**src/rtl/ffr_pkg.sv**
```systemverilog
package ffr_pkg;

    // Serial opcodes understood by the register bank.
    localparam logic [7:0] FFR_OP_WR_PARAMS_NV  = 8'h65;
    localparam logic [7:0] FFR_OP_WR_PARAMS_V   = 8'hc0;
    localparam logic [7:0] FFR_OP_WR_PARAMS_V2  = 8'h63;
    localparam logic [7:0] FFR_OP_RD_PARAMS     = 8'h61;
    localparam logic [7:0] FFR_OP_RD_FUNC       = 8'h48;
    localparam logic [7:0] FFR_OP_WR_FUNC       = 8'h42;

    // Function register field positions.
    localparam int FFR_FN_RESET_DIS = 0;
    localparam int FFR_FN_SIDE      = 1;
    localparam int FFR_FN_PROGRAM_SUSPENDED_FLAG      = 2;
    localparam int FFR_FN_ERASE_SUSPENDED_FLAG      = 3;
    localparam int FFR_FN_LOCK_LO   = 4;
    localparam int FFR_FN_LOCK_HI   = 7;

    // Read-parameter field positions.
    localparam int FFR_RP_PIN_SEL   = 7;
    localparam int FFR_RP_DUMMY_HI  = 6;
    localparam int FFR_RP_DUMMY_LO  = 3;
    localparam int FFR_RP_WRAP      = 2;
    localparam int FFR_RP_BURST_HI  = 1;
    localparam int FFR_RP_BURST_LO  = 0;

    // Reset values and masks.
    localparam logic [7:0] FFR_FN_RESET      = 8'h00;
    localparam logic [7:0] FFR_FN_OTP_MASK   = 8'hf3;
    localparam logic [7:0] FFR_RP_RESET      = 8'h00;
    localparam logic [3:0] FFR_DUMMY_DEF_SPI = 4'h8;
    localparam logic [3:0] FFR_DUMMY_DEF_QPI = 4'h6;
    localparam logic [6:0] FFR_BURST_BASE    = 7'h08;

    // Power-up sequencer states, Gray along reset, load, run.
    typedef enum logic [1:0] {
        FFR_ST_RESET = 2'b00,
        FFR_ST_LOAD  = 2'b01,
        FFR_ST_RUN   = 2'b11
    } ffr_state_e;

endpackage : ffr_pkg

```
**src/rtl/ffr_regs.sv**
```systemverilog
`timescale 1ns/1ps
// What this block does
// - Function bit 0 moves reset onto shared pin.
// - Function bit 1 picks top or bottom protection.
// - Program suspend flag set, cleared on resume.
// - Erase suspend flag set, cleared on resume.
// - Bits 4..7 lock information rows when set.
// - One-time bits never clear once set.
// - Bits 7..1 reset zero; bit 0 per variant.
// - Volatile parameters loaded from persistent copy.
// - Parameter bit 7 selects hold or reset.
// - Quad or four-line mode ignores bit 7.
// - Dedicated-reset variants keep shared pin hold unless function bit 0 is set.
// - Parameter bits 6..3 give dummy cycle count.
// - Opcodes 65h, C0h, 63h write parameters.
// - Bits 1..0 select 8 to 64 bytes.
// - Bit 2 enables wrap at burst boundary.
// - All parameter bits default to zero.
// - Zero dummy field uses command default count.
// - Quad enable turns protect, hold pins into data.
module ffr_regs
    import ffr_pkg::*;
#(
    parameter logic RESET_DIS_DEFAULT   = 1'b0,  // Function bit 0 default for this variant.
    parameter logic HAS_DEDICATED_RESET = 1'b1   // Variant has its own reset pin.
) (
    input  wire logic       clk_sys,                  // System clock, 100 MHz.
    input  wire logic       rst_n,                    // Power-on reset, synchronous, active low.
    input  wire logic       clk_en,                   // Clock enable, freezes all state when low.
    input  wire logic       sck,                      // Serial clock pin.
    input  wire logic       cs_n,                     // Chip select pin, active low.
    input  wire logic       si,                       // Serial data in pin.
    output logic            so,                       // Serial data out.
    output logic            so_oe,                    // Serial data out enable.
    input  wire logic       reset_pin_n,              // Dedicated reset pin, active low.
    input  wire logic       hold_reset_pin_n,         // Shared hold or reset pin, active low.
    input  wire logic       quad_enable,              // Quad enable from status logic.
    input  wire logic       four_line_command_mode,   // Four-line command mode active.
    input  wire logic       prog_busy,                // Program operation in progress.
    input  wire logic       erase_busy,               // Erase operation in progress.
    input  wire logic       suspend_cmd,              // Suspend command pulse.
    input  wire logic       resume_cmd,               // Resume command pulse.
    output logic            device_reset,             // Device reset active from a pin.
    output logic            dedicated_reset_off,      // Dedicated reset pin disabled.
    output logic            protect_region_side,      // Protection from bottom when high.
    output logic            program_suspended_flag,   // Program suspended.
    output logic            erase_suspended_flag,     // Erase suspended.
    output logic      [3:0] info_row_lock,            // Information row locks, row 0 in bit 0.
    output logic            shared_pin_is_reset,      // Shared pin acts as reset.
    output logic            shared_pin_is_hold,       // Shared pin acts as hold.
    output logic            pins_are_data,            // Protect and hold pins carry data.
    output logic      [3:0] read_dummy_cycles,        // Effective fast-read dummy count.
    output logic            wrap_enable_bit,          // Wrap within burst boundary.
    output logic      [1:0] burst_length,             // Burst length code.
    output logic      [6:0] wrap_boundary_bytes,      // Burst length in bytes.
    output logic      [7:0] read_parameters,          // Volatile parameter copy.
    output logic      [7:0] read_params_persistent    // Persistent parameter copy.
);

    ////////////////////////////////////////////////////////////////////////////////
    // Pin synchronisers and serial receiver.

    logic       sck_s;
    logic       cs_n_s;
    logic       si_s;
    logic       rst_pin_s;
    logic       hold_pin_s;
    logic       rx_run;
    logic       sck_fall;
    logic       byte_valid;
    logic [7:0] byte_data;
    logic [1:0] byte_idx;

    ffr_sync #(
        .W (5)
    ) u_sync (
        .clk_sys (clk_sys),
        .rst_n   (rst_n),
        .clk_en  (clk_en),
        .d       ({sck, cs_n, si, reset_pin_n, hold_reset_pin_n}),
        .init    (5'h0b),
        .q       ({sck_s, cs_n_s, si_s, rst_pin_s, hold_pin_s})
    );

    ffr_serial_rx u_rx (
        .clk_sys    (clk_sys),
        .rst_n      (rst_n & ~device_reset),
        .clk_en     (clk_en),
        .sck_s      (sck_s),
        .cs_n_s     (cs_n_s),
        .si_s       (si_s),
        .run        (rx_run),
        .sck_fall   (sck_fall),
        .byte_valid (byte_valid),
        .byte_data  (byte_data),
        .byte_idx   (byte_idx)
    );

    ////////////////////////////////////////////////////////////////////////////////
    // Register state.

    ffr_state_e state;
    logic [7:0] fn_otp;
    logic [7:0] opcode;
    logic [7:0] tx_shift;
    logic       tx_on;
    logic       pins_quad;
    logic       shared_reset_sel;
    logic       dev_rst_now;
    logic       write_byte;

    // Opcode decoding shared by the read and write paths.
    function automatic logic is_read_op(input logic [7:0] op);
        is_read_op = (op == FFR_OP_RD_PARAMS) || (op == FFR_OP_RD_FUNC);
    endfunction : is_read_op

    function automatic logic is_vol_write(input logic [7:0] op);
        is_vol_write = (op == FFR_OP_WR_PARAMS_V) || (op == FFR_OP_WR_PARAMS_V2);
    endfunction : is_vol_write

    // Pin function selection, shared by reset detection and the outputs.
    // quad overrides pin
    assign pins_quad = quad_enable | four_line_command_mode;
    assign shared_reset_sel = !pins_quad &&
                              (HAS_DEDICATED_RESET ? fn_otp[FFR_FN_RESET_DIS] : read_parameters[FFR_RP_PIN_SEL]);
    assign dev_rst_now = (shared_reset_sel && !hold_pin_s) ||
                         (HAS_DEDICATED_RESET && !fn_otp[FFR_FN_RESET_DIS] && !rst_pin_s);
    assign rx_run      = pins_quad || shared_reset_sel || hold_pin_s;
    assign write_byte  = byte_valid && (byte_idx == 2'h1) && (state == FFR_ST_RUN);

    // Device reset level from whichever pin currently owns the reset function.
    always_ff @(posedge clk_sys) begin
        if (!rst_n) begin
            device_reset <= 1'b0;
        end else if (clk_en) begin
            device_reset <= dev_rst_now;
        end
    end

    always_ff @(posedge clk_sys) begin
        if (!rst_n) begin
            state <= FFR_ST_RESET;
        end else if (clk_en) begin
            case (state)
                FFR_ST_RESET: begin
                    state <= FFR_ST_LOAD;
                end
                FFR_ST_LOAD: begin
                    state <= device_reset ? FFR_ST_LOAD : FFR_ST_RUN;
                end
                FFR_ST_RUN: begin
                    state <= device_reset ? FFR_ST_LOAD : FFR_ST_RUN;
                end
                default: begin
                    state <= FFR_ST_RESET;
                end
            endcase
        end
    end

    // One-time-programmable function bits; suspend positions never stored here.
    always_ff @(posedge clk_sys) begin
        if (!rst_n) begin
            fn_otp <= FFR_FN_RESET | {7'h00, RESET_DIS_DEFAULT};
        end else if (clk_en && write_byte && opcode == FFR_OP_WR_FUNC) begin
            fn_otp <= fn_otp | (byte_data & FFR_FN_OTP_MASK);
        end
    end

    // Suspend flags follow the array controller and clear on device reset; a set beats a resume clear.
    always_ff @(posedge clk_sys) begin
        if (!rst_n) begin
            program_suspended_flag <= 1'b0;
            erase_suspended_flag   <= 1'b0;
        end else if (clk_en) begin
            if (device_reset) begin
                program_suspended_flag <= 1'b0;
                erase_suspended_flag   <= 1'b0;
            end else begin
                if (suspend_cmd && prog_busy) begin
                    program_suspended_flag <= 1'b1;
                end else if (resume_cmd) begin
                    program_suspended_flag <= 1'b0;
                end
                if (suspend_cmd && erase_busy) begin
                    erase_suspended_flag <= 1'b1;
                end else if (resume_cmd) begin
                    erase_suspended_flag <= 1'b0;
                end
            end
        end
    end

    // Persistent parameter copy survives pin resets.
    always_ff @(posedge clk_sys) begin
        if (!rst_n) begin
            read_params_persistent <= FFR_RP_RESET;
        end else if (clk_en && write_byte && opcode == FFR_OP_WR_PARAMS_NV) begin
            read_params_persistent <= byte_data;
        end
    end

    // Volatile parameter copy.
    always_ff @(posedge clk_sys) begin
        if (!rst_n) begin
            read_parameters <= FFR_RP_RESET;
        end else if (clk_en) begin
            if (state == FFR_ST_LOAD) begin
                read_parameters <= read_params_persistent;
            end else if (write_byte && is_vol_write(opcode)) begin
                read_parameters <= byte_data;
            end
        end
    end

    ////////////////////////////////////////////////////////////////////////////////
    // Serial command handling.

    // Opcode capture and read data shifting, MSB first on falling edges.
    always_ff @(posedge clk_sys) begin
        if (!rst_n) begin
            opcode   <= 8'h00;
            tx_shift <= 8'h00;
            tx_on    <= 1'b0;
            so       <= 1'b0;
            so_oe    <= 1'b0;
        end else if (clk_en) begin
            if (cs_n_s || device_reset) begin
                opcode <= 8'h00;
                tx_on  <= 1'b0;
                so_oe  <= 1'b0;
                so     <= 1'b0;
            end else if (byte_valid && byte_idx == 2'h0 && state == FFR_ST_RUN) begin
                opcode <= byte_data;
                tx_on  <= is_read_op(byte_data);
                if (byte_data == FFR_OP_RD_FUNC) begin
                    tx_shift <= {fn_otp[7:4], erase_suspended_flag, program_suspended_flag, fn_otp[1:0]};
                end else begin
                    tx_shift <= read_parameters;
                end
            end else if (sck_fall && tx_on) begin
                so       <= tx_shift[7];
                so_oe    <= 1'b1;
                tx_shift <= {tx_shift[6:0], 1'b0};
            end
        end
    end

    ////////////////////////////////////////////////////////////////////////////////
    // Decoded configuration outputs, all registered.

    always_ff @(posedge clk_sys) begin
        if (!rst_n) begin
            dedicated_reset_off <= 1'b0;
            protect_region_side <= 1'b0;
            info_row_lock       <= 4'h0;
            shared_pin_is_reset <= 1'b0;
            shared_pin_is_hold  <= 1'b0;
            pins_are_data       <= 1'b0;
            read_dummy_cycles   <= FFR_DUMMY_DEF_SPI;
            wrap_enable_bit     <= 1'b0;
            burst_length        <= 2'h0;
            wrap_boundary_bytes <= FFR_BURST_BASE;
        end else if (clk_en) begin
            dedicated_reset_off <= fn_otp[FFR_FN_RESET_DIS];
            protect_region_side <= fn_otp[FFR_FN_SIDE];
            info_row_lock       <= fn_otp[FFR_FN_LOCK_HI:FFR_FN_LOCK_LO];
            shared_pin_is_reset <= shared_reset_sel;
            shared_pin_is_hold  <= !pins_quad && !shared_reset_sel;
            pins_are_data       <= quad_enable;
            if (read_parameters[FFR_RP_DUMMY_HI:FFR_RP_DUMMY_LO] != 4'h0) begin
                read_dummy_cycles <= read_parameters[FFR_RP_DUMMY_HI:FFR_RP_DUMMY_LO];
            end else if (four_line_command_mode) begin
                read_dummy_cycles <= FFR_DUMMY_DEF_QPI;
            end else begin
                read_dummy_cycles <= FFR_DUMMY_DEF_SPI;
            end
            wrap_enable_bit     <= read_parameters[FFR_RP_WRAP];
            burst_length        <= read_parameters[FFR_RP_BURST_HI:FFR_RP_BURST_LO];
            wrap_boundary_bytes <= FFR_BURST_BASE << read_parameters[FFR_RP_BURST_HI:FFR_RP_BURST_LO];
        end
    end

endmodule : ffr_regs

```
**src/rtl/ffr_serial_rx.sv**
```systemverilog
`timescale 1ns/1ps
module ffr_serial_rx (
    input  wire logic       clk_sys,     // System clock.
    input  wire logic       rst_n,       // Synchronous reset, active low.
    input  wire logic       clk_en,      // Clock enable.
    input  wire logic       sck_s,       // Synchronised serial clock.
    input  wire logic       cs_n_s,      // Synchronised chip select, active low.
    input  wire logic       si_s,        // Synchronised serial data in.
    input  wire logic       run,         // Low pauses the frame.
    output logic            sck_fall,    // Serial clock falling edge pulse.
    output logic            byte_valid,  // One-cycle pulse per received byte.
    output logic      [7:0] byte_data,   // Received byte, first bit is MSB.
    output logic      [1:0] byte_idx     // Index of received byte in frame.
);

    logic       sck_q;
    logic       sck_rise;
    logic [2:0] bit_cnt;
    logic [6:0] shreg;

    assign sck_rise = sck_s & ~sck_q & ~cs_n_s & run;
    assign sck_fall = ~sck_s & sck_q & ~cs_n_s & run;

    // Edge detector history of the synchronised clock.
    always_ff @(posedge clk_sys) begin
        if (!rst_n) begin
            sck_q <= 1'b0;
        end else if (clk_en) begin
            sck_q <= sck_s;
        end
    end

    // Bit shifting on rising edges; the frame restarts when select rises.
    always_ff @(posedge clk_sys) begin
        if (!rst_n) begin
            bit_cnt    <= 3'h0;
            shreg      <= 7'h00;
            byte_valid <= 1'b0;
            byte_data  <= 8'h00;
            byte_idx   <= 2'h0;
        end else if (clk_en) begin
            byte_valid <= 1'b0;
            if (cs_n_s) begin
                bit_cnt  <= 3'h0;
                byte_idx <= 2'h0;
            end else if (sck_rise) begin
                bit_cnt <= bit_cnt + 3'h1;
                shreg   <= {shreg[5:0], si_s};
                if (bit_cnt == 3'h7) begin
                    byte_valid <= 1'b1;
                    byte_data  <= {shreg, si_s};
                end
            end else if (byte_valid && byte_idx != 2'h3) begin
                byte_idx <= byte_idx + 2'h1;
            end
        end
    end

endmodule : ffr_serial_rx

```
**src/rtl/ffr_sync.sv**
```systemverilog
`timescale 1ns/1ps
module ffr_sync #(
    parameter int W = 1
) (
    input  wire logic         clk_sys,  // System clock.
    input  wire logic         rst_n,    // Synchronous reset, active low.
    input  wire logic         clk_en,   // Clock enable.
    input  wire logic [W-1:0] d,        // Asynchronous inputs.
    input  wire logic [W-1:0] init,     // Idle level after reset.
    output logic      [W-1:0] q         // Synchronised outputs.
);

    logic [W-1:0] meta;

    // Two-stage synchroniser; reset to pin idle levels so no false edge or reset follows.
    always_ff @(posedge clk_sys) begin
        if (!rst_n) begin
            meta <= init;
            q    <= init;
        end else if (clk_en) begin
            meta <= d;
            q    <= meta;
        end
    end

endmodule : ffr_sync

```
**config.mk**
```make
export PLATFORM = sky130hd
export DESIGN_NAME = ffr_regs
export DESIGN_NICKNAME = d
export VERILOG_FILES = /design/src/rtl/ffr_pkg.sv /design/src/rtl/ffr_regs.sv /design/src/rtl/ffr_serial_rx.sv /design/src/rtl/ffr_sync.sv
export SDC_FILE = /design/constraint.sdc
export NUM_CORES = 1
export LEC_CHECK = 0
export ABC_AREA = 1
export ABC_CLOCK_PERIOD_IN_PS = 2550
export BUFFER_PORTS_ARGS = -buffer_cell sky130_fd_sc_hd__buf_2
export CORE_ASPECT_RATIO = 0.75
export CORE_MARGIN = 2
export CORE_UTILIZATION = 30
export CTS_BUF_LIST = sky130_fd_sc_hd__clkbuf_2 sky130_fd_sc_hd__clkbuf_4 sky130_fd_sc_hd__clkbuf_8
export CTS_CLUSTER_DIAMETER = 40
export DETAILED_ROUTE_END_ITERATION = 6
export GPL_ROUTABILITY_DRIVEN = 1
export PLACE_DENSITY = 0.47
export SETUP_SLACK_MARGIN = 0.15
export SYNTH_ARGS = -nofsm -noshare
export SYNTH_HDL_FRONTEND = slang
export SYNTH_SLANG_ARGS = --single-unit
```
**constraint.sdc**
```tcl
create_clock -name clk_sys -period 2.55 [get_ports clk_sys]
set_input_delay 0 -clock clk_sys [delete_from_list [all_inputs] [get_ports clk_sys]]
set_output_delay 0 -clock clk_sys [all_outputs]
set_load 0.02 [all_outputs]
```
==> metrics.yaml, run 1 <==
clock_network:
  cts_setup_buffers: 0
  cts.sinks: 98
  tritoncts: "yes"
  htree_levels: 3
  clock_path_buffers: 2
  path_clk_slew_ps: 100
  cts-resized-gates: 0
  clk_latency_ps: 380
  cts_root_buf: "clkbuf_8"
  numCtsBuffers: 9
drt:
  firstDrtPassIters: 7
  ant_nets: 0
  drt_wl_total_um: 11300
  drtIter0Drc: 284
  drcViolationCount: 0
  wl_per_cell_um: 14.2
  via_count: 3731
  via_per_inst: 4.70
global_route:
  grtUsageTotal: 0.160
  grt_max_degree: 30
  grt_pass1_wl_um: 18700
  antenna_found_initial: 0
  grt_pass1_vias: 3468
  grt_overflow: 0
worst_setup_path:
  crit_arrival_ps: 1950
  endpoint_kind: "flip-flop"
  r2r_slack_ps: 860
  path_max_fanout: 11
  cp-start-kind: "flip-flop"
  critPathKind: "reg -> reg"
  critical_path_required_ps: 2810
die:
  die_area_um2: 14700
  rows: 37
  die_y_um: 106
  fp.dieW_um: 139
  design.core.area_um2: 13600
  io_pins: 58
  initial_core_util: 0.304
cells_and_area:
  final_core_util: 0.359
  area_growth_pct: 18.2
  final_cell_mix: "nand2_1, dfxtp_1, a21oi_1, inv_1, buf_2"
  num_antenna_cells: 0
  drive_gt1_frac: 0.159
  nNetsFinal: 632
  final_common_cell: "nand2_1"
  final_cell_area_um2: 4870
  layout.cells.non_filler: 793
status:
  status: "completed"
logic_synthesis:
  ys_types: 35
  postSynthCellCount: 549
  synth_enable_flop_cells: 0
  yosys.area.top_type: "dfxtp_1"
  synth_top_area_share: 0.476
  synth_area_leaders: "dfxtp_1, nand2_1, a21oi_1, o21ai_0, inv_1"
  synth_ff_type: "dfxtp_1"
  synthArstFlopShare: 0
  synth_seq_cells: 98
  netlist_area_um2: 4120
  ys_seq_area_frac: 0.476
  yosys_warnings: 0
  synth_area_per_cell_um2: 7.51
place:
  hpwl_um: 8240
  place.gp.congestion: 0.854
  port-buffer-count: 54
  place_area_um2: 4540
  placed_cells: 764
hold_path:
  hold_class: "in -> reg"
sta:
  setup_viol: 0
  worst_pin_slew_ps: 767
  rsz0062_at_grt: "false"
  relSlewSlack: 0.485
  fin_tns_setup_ps: 0
  finalCriticalPeriod_ps: 1690
  fmax_mhz: 593
  finalHoldViolCount: 0
  skew_ps: 16.2
  report.final.slew_viol_count: 0
  post-route-period-util: 0.661
pwr:
  power.density_nw_per_um2: 589
  fin_total_pwr_mw: 2.87
  ir_drop_mv: 0.230
  power_leakage_nw: 1.99
job:
  cap_violations: 0
final timing paths:
kind,endpoint,cells past startpoint,startpoint
hold / removal,erase_suspended_flag,5,resume_cmd
setup reg to reg,tx_shift[4],9,u_rx.byte_idx[0]
setup / recovery,tx_shift[4],9,u_rx.byte_idx[0]
hold reg to reg,burst_length[1],2,burst_length[1]
state kept, by name, indices dropped and copies added (netlist names), 5 cells and up:
register and cells:
fn_otp 6, opcode 8, read_parameters 8, read_params_persistent 8, tx_shift 8, u_rx.byte_data 8
u_rx.shreg 7, u_sync.meta 5, u_sync.q 5
area by class of cell:
type	instances	area, um2
clock buffers	11	145
fillers	1460	8690
inverters	66	251
well taps	175	219
flip-flops and latches	98	1960
multi-input cells	365	1790
clock inverters	5	62.6
repair buffers	73	445
stage by stage:
stage               setup slack (ps)  hold slack [ps]
global route                     631             39.1
global placement                 945              217
CTS                              898             9.33
detailed placement               911              221
finish                           864             26.5
floorplan                       1230              113
cell usage after synthesis, types with 2 or more instances:
master and number:
o22ai_1 2, nand2_2 5, nand3_1 35, clkbuf_1 8, o31ai_1 2, clkinv_1 2
nor3_4 2, buf_2 6, buf_4 7, o21ai_0 47, nand4_1 5, inv_2 4
nand3_2 2, dfxtp_1 98, a22oi_1 10, ha_1 5, nor2_1 49, o211ai_1 8
nor3_1 3, a21oi_1 60, a211oi_1 2, a31oi_1 3, nor2_2 4, nand2_1 112
inv_1 58
cells by family after synthesis:
| logic type | Yosys count | share of synthesized area |
|---|---|---|
| buf+inv | 88 | 0.0920 |
| flops | 98 | 0.476 |
| simple gates | 221 | 0.235 |
| fa+ha+maj | 5 | 0.0152 |
| other cells | 1 | 0.000910 |
| compound gates | 136 | 0.181 |
worst max-delay path, cell delays in order, from the launching register on:
cell and delay [ps]:
dfxtp_1 390, inv_1 80, ha_1 190, nand4_1 130, nor2_1 60, buf_4 170, inv_1 190, nand2_2 130
o21ai_0 180, a21oi_1 60
metal layers:
layer	global-route usage	up-vias	wire length, um
met5	0	-	0
met4	0.0368	0	103
met3	0.0436	10	778
met2	0.221	110	4340
met1	0.244	1685	6050
li1	-	1926	-
where the power goes:
group,switching (mW),internal (mW),total (mW)
clock network,0.555,0.498,1.05
registers,0.0321,1.56,1.59
logic,0.150,0.0760,0.226
total,0.736,2.14,2.87
what timing repair did:
action | CTS | global route
hold buffers | 13 | 0
hold endpoints to repair | 15 | 0
endpoints found under the setup margin | 0 | 0
(Power assumes the default switching activity.)
==> inputs of run 2 (changes only) <==
--- a/config.mk
+++ b/config.mk
@@ -6,7 +6,7 @@
 export NUM_CORES = 1
 export LEC_CHECK = 0
 export ABC_AREA = 1
-export ABC_CLOCK_PERIOD_IN_PS = 2550
+export ABC_CLOCK_PERIOD_IN_PS = 1600
 export BUFFER_PORTS_ARGS = -buffer_cell sky130_fd_sc_hd__buf_2
 export CORE_ASPECT_RATIO = 0.75
 export CORE_MARGIN = 2
==> constraint.sdc (replaced) <==
create_clock -name clk_sys -period 1.6 [get_ports clk_sys]
set_input_delay 0 -clock clk_sys [delete_from_list [all_inputs] [get_ports clk_sys]]
set_output_delay 0 -clock clk_sys [all_outputs]
set_load 0.02 [all_outputs]
==> metrics.yaml, run 2 (synthesis results as in run 1) <==
drt:
  via_count: 3852  # +3.2%
  drtIter0Drc: 206  # -27%
  ant_nets: 0  # unchanged
  drcViolationCount: 0  # unchanged
  wl_per_cell_um: 14.2  # +0.11%
  firstDrtPassIters: 4  # -3
  drt_wl_total_um: 11600  # +3.0%
  via_per_inst: 4.72  # +0.33%
global_route:
  grt_pass1_wl_um: 18900  # +1.1%
  busiest_layer: "met1"
  grt_overflow: 0  # unchanged
  grtUsageTotal: 0.160  # -0.000354
  grt_pass1_vias: 3613  # +4.2%
  met2_usage: 0.220  # -0.00105
  grt_max_degree: 24  # -20%
  grt.met3_usage: 0.0445  # +0.000909
  use_met1: 0.245  # +0.000853
  antenna_found_initial: 0  # unchanged
sta:
  setup_viol: 0  # unchanged
  skew_ps: 14.9  # -1.24 ps
  finalHoldViolCount: 0  # unchanged
  post-route-period-util: 0.885  # +0.224
  fmax_mhz: 706  # +19%
  fin_tns_setup_ps: 0  # unchanged
  rsz0062_at_grt: "true"
  finalCriticalPeriod_ps: 1420  # -270 ps
  report.final.slew_viol_count: 0  # unchanged
  timing.final.ws_setup_ps: 184  # -680 ps
place:
  port-buffer-count: 54  # unchanged
  place_area_um2: 4680  # +3.1%
  hpwl_um: 8270  # +0.41%
  dp_slack_ps: 80.9  # -830 ps
  place.gp.congestion: 0.806  # -5.6%
worst_setup_path:
  endpoint_kind: "flip-flop"
  r2r_slack_ps: 180  # -680 ps
  critical_path_required_ps: 1870  # -940 ps
  cp-start-kind: "flip-flop"
  worst-r2r-cell-count: 8  # -1
  critPathSlowestCell: "dfxtp_2"
  timing.rr.start: "u_rx.byte_idx[1]"
  path_max_fanout: 3  # -8
  crit_chain: "buf_4, ha_1, inv_1, nand2_1, a21oi_2, nand2_1, o21ai_0, a21oi_1"
  critPathKind: "reg -> reg"
  cp_common_cell: "nand2_1"
  timing.rr.end: "u_rx.byte_idx[0]"
  crit_arrival_ps: 1680  # -270 ps
  cpPeakStageDelay_ps: 340  # -50 ps
clock_network:
  tritoncts: "yes"
  clock_path_buffers: 2  # unchanged
  cts_root_buf: "clkbuf_8"
  htree_levels: 3  # unchanged
  numCtsBuffers: 9  # unchanged
  cts.sinks: 98  # unchanged
  path_clk_slew_ps: 110  # about the same
  clk_latency_ps: 380  # about the same
cells_and_area:
  nNetsFinal: 655  # +3.6%
  area_growth_pct: 24.8
  num_antenna_cells: 0  # unchanged
  final_common_cell: "nand2_1"
  final_cell_mix: "nand2_1, dfxtp_1, a21oi_1, inv_1, buf_2"
  final_cell_area_um2: 5140  # +5.5%
  drive_gt1_frac: 0.223  # +0.0645
pwr:
  ir_drop_mv: 0.407  # +77%
  power.density_nw_per_um2: 885  # +50%
  power_leakage_nw: 2.13  # +7.1%
die:
  die_area_um2: 14700  # unchanged
  io_pins: 58  # unchanged
  rows: 37  # unchanged
  die_y_um: 106  # unchanged
  initial_core_util: 0.304  # unchanged
  fp.dieW_um: 139  # unchanged
  design.core.area_um2: 13600  # unchanged
job:
  cap_violations: 0  # unchanged
hold_path:
  hold_class: "in -> reg"
  worstHoldPathCells: 5  # unchanged
  hp-start: "resume_cmd"
  min_to: "erase_suspended_flag"
status:
  status: "completed"
[run 2: cell types whose count changed in the layout (fill, tap and decap cells not counted), sizes merged]
cell,before,now
buf,60,82
bufinv,1,0
clkinv,5,6
inv,64,66
nand2,118,119
clkbuf,11,9
[run 2: layout make-up]
class	instances	area, um2
Tap cell	175	219
Clock inverter	7	73.8
Timing Repair Buffer	95	631
Inverter	66	258
Multi-Input combinational cell	366	1860
Fill cell	1434	8420
Clock buffer	9	124
Sequential cell	98	1980
[run 2: worst max-delay path by stage]
stage	from	endpoint	slack, ps	depth (start not counted)
3_5_place_dp	u_rx.byte_idx[0]	tx_shift[2]	80	8
5_1_grt	u_rx.byte_idx[1]	read_params_persistent[7]	100	7
4_1_cts	u_rx.byte_idx[0]	tx_shift[7]	150	8
2_1_floorplan	u_rx.byte_idx[0]	so	280	8
6_report	u_rx.byte_idx[1]	u_rx.byte_idx[0]	180	8
3_3_place_gp	u_rx.byte_idx[0]	tx_shift[6]	140	8
[run 2: metrics by stage]
step,util,hold WS [ps],instances,total power [mW]
final,0.379,28.6,816,4.55
after global routing,0.379,48.2,816,4.74
after CTS,0.370,12.1,811,4.58
after detailed placement,0.345,223,781,2.94
after global placement,0.345,226,781,2.94
after floorplan,-,113,551,2.82
[run 2: layer usage]
| metal | up-vias | wire [um] |
|---|---|---|
| met2 | 108 | 4460 |
| met3 | 9 | 751 |
| met4 | 0 | 80 |
| met5 | - | 0 |
| met1 | 1758 | 6320 |
| li1 | 1977 | - |
[run 2: power breakdown]
| part | switching [mW] | internal [mW] |
|---|---|---|
| Clock | 1.00 | 0.615 |
| Sequential | 0.0461 | 2.49 |
| Combinational | 0.256 | 0.139 |
[run 2: what timing repair did]
action,CTS,global route
gates resized for setup,2,35
endpoints found under the hold margin,14,0
buffers inserted,0,5
endpoints found under the setup margin,11,51
gates cloned,0,1
pin swaps,0,7
hold buffers,14,0
[run 2: worst max-delay path, delay by kind of cell (launching register included)]
kind            cells  cell delay (ps)
simple gates        2              170
compound gates      3              440
fa+ha+maj           1              170
buf+inv             2              180
flops               1              340
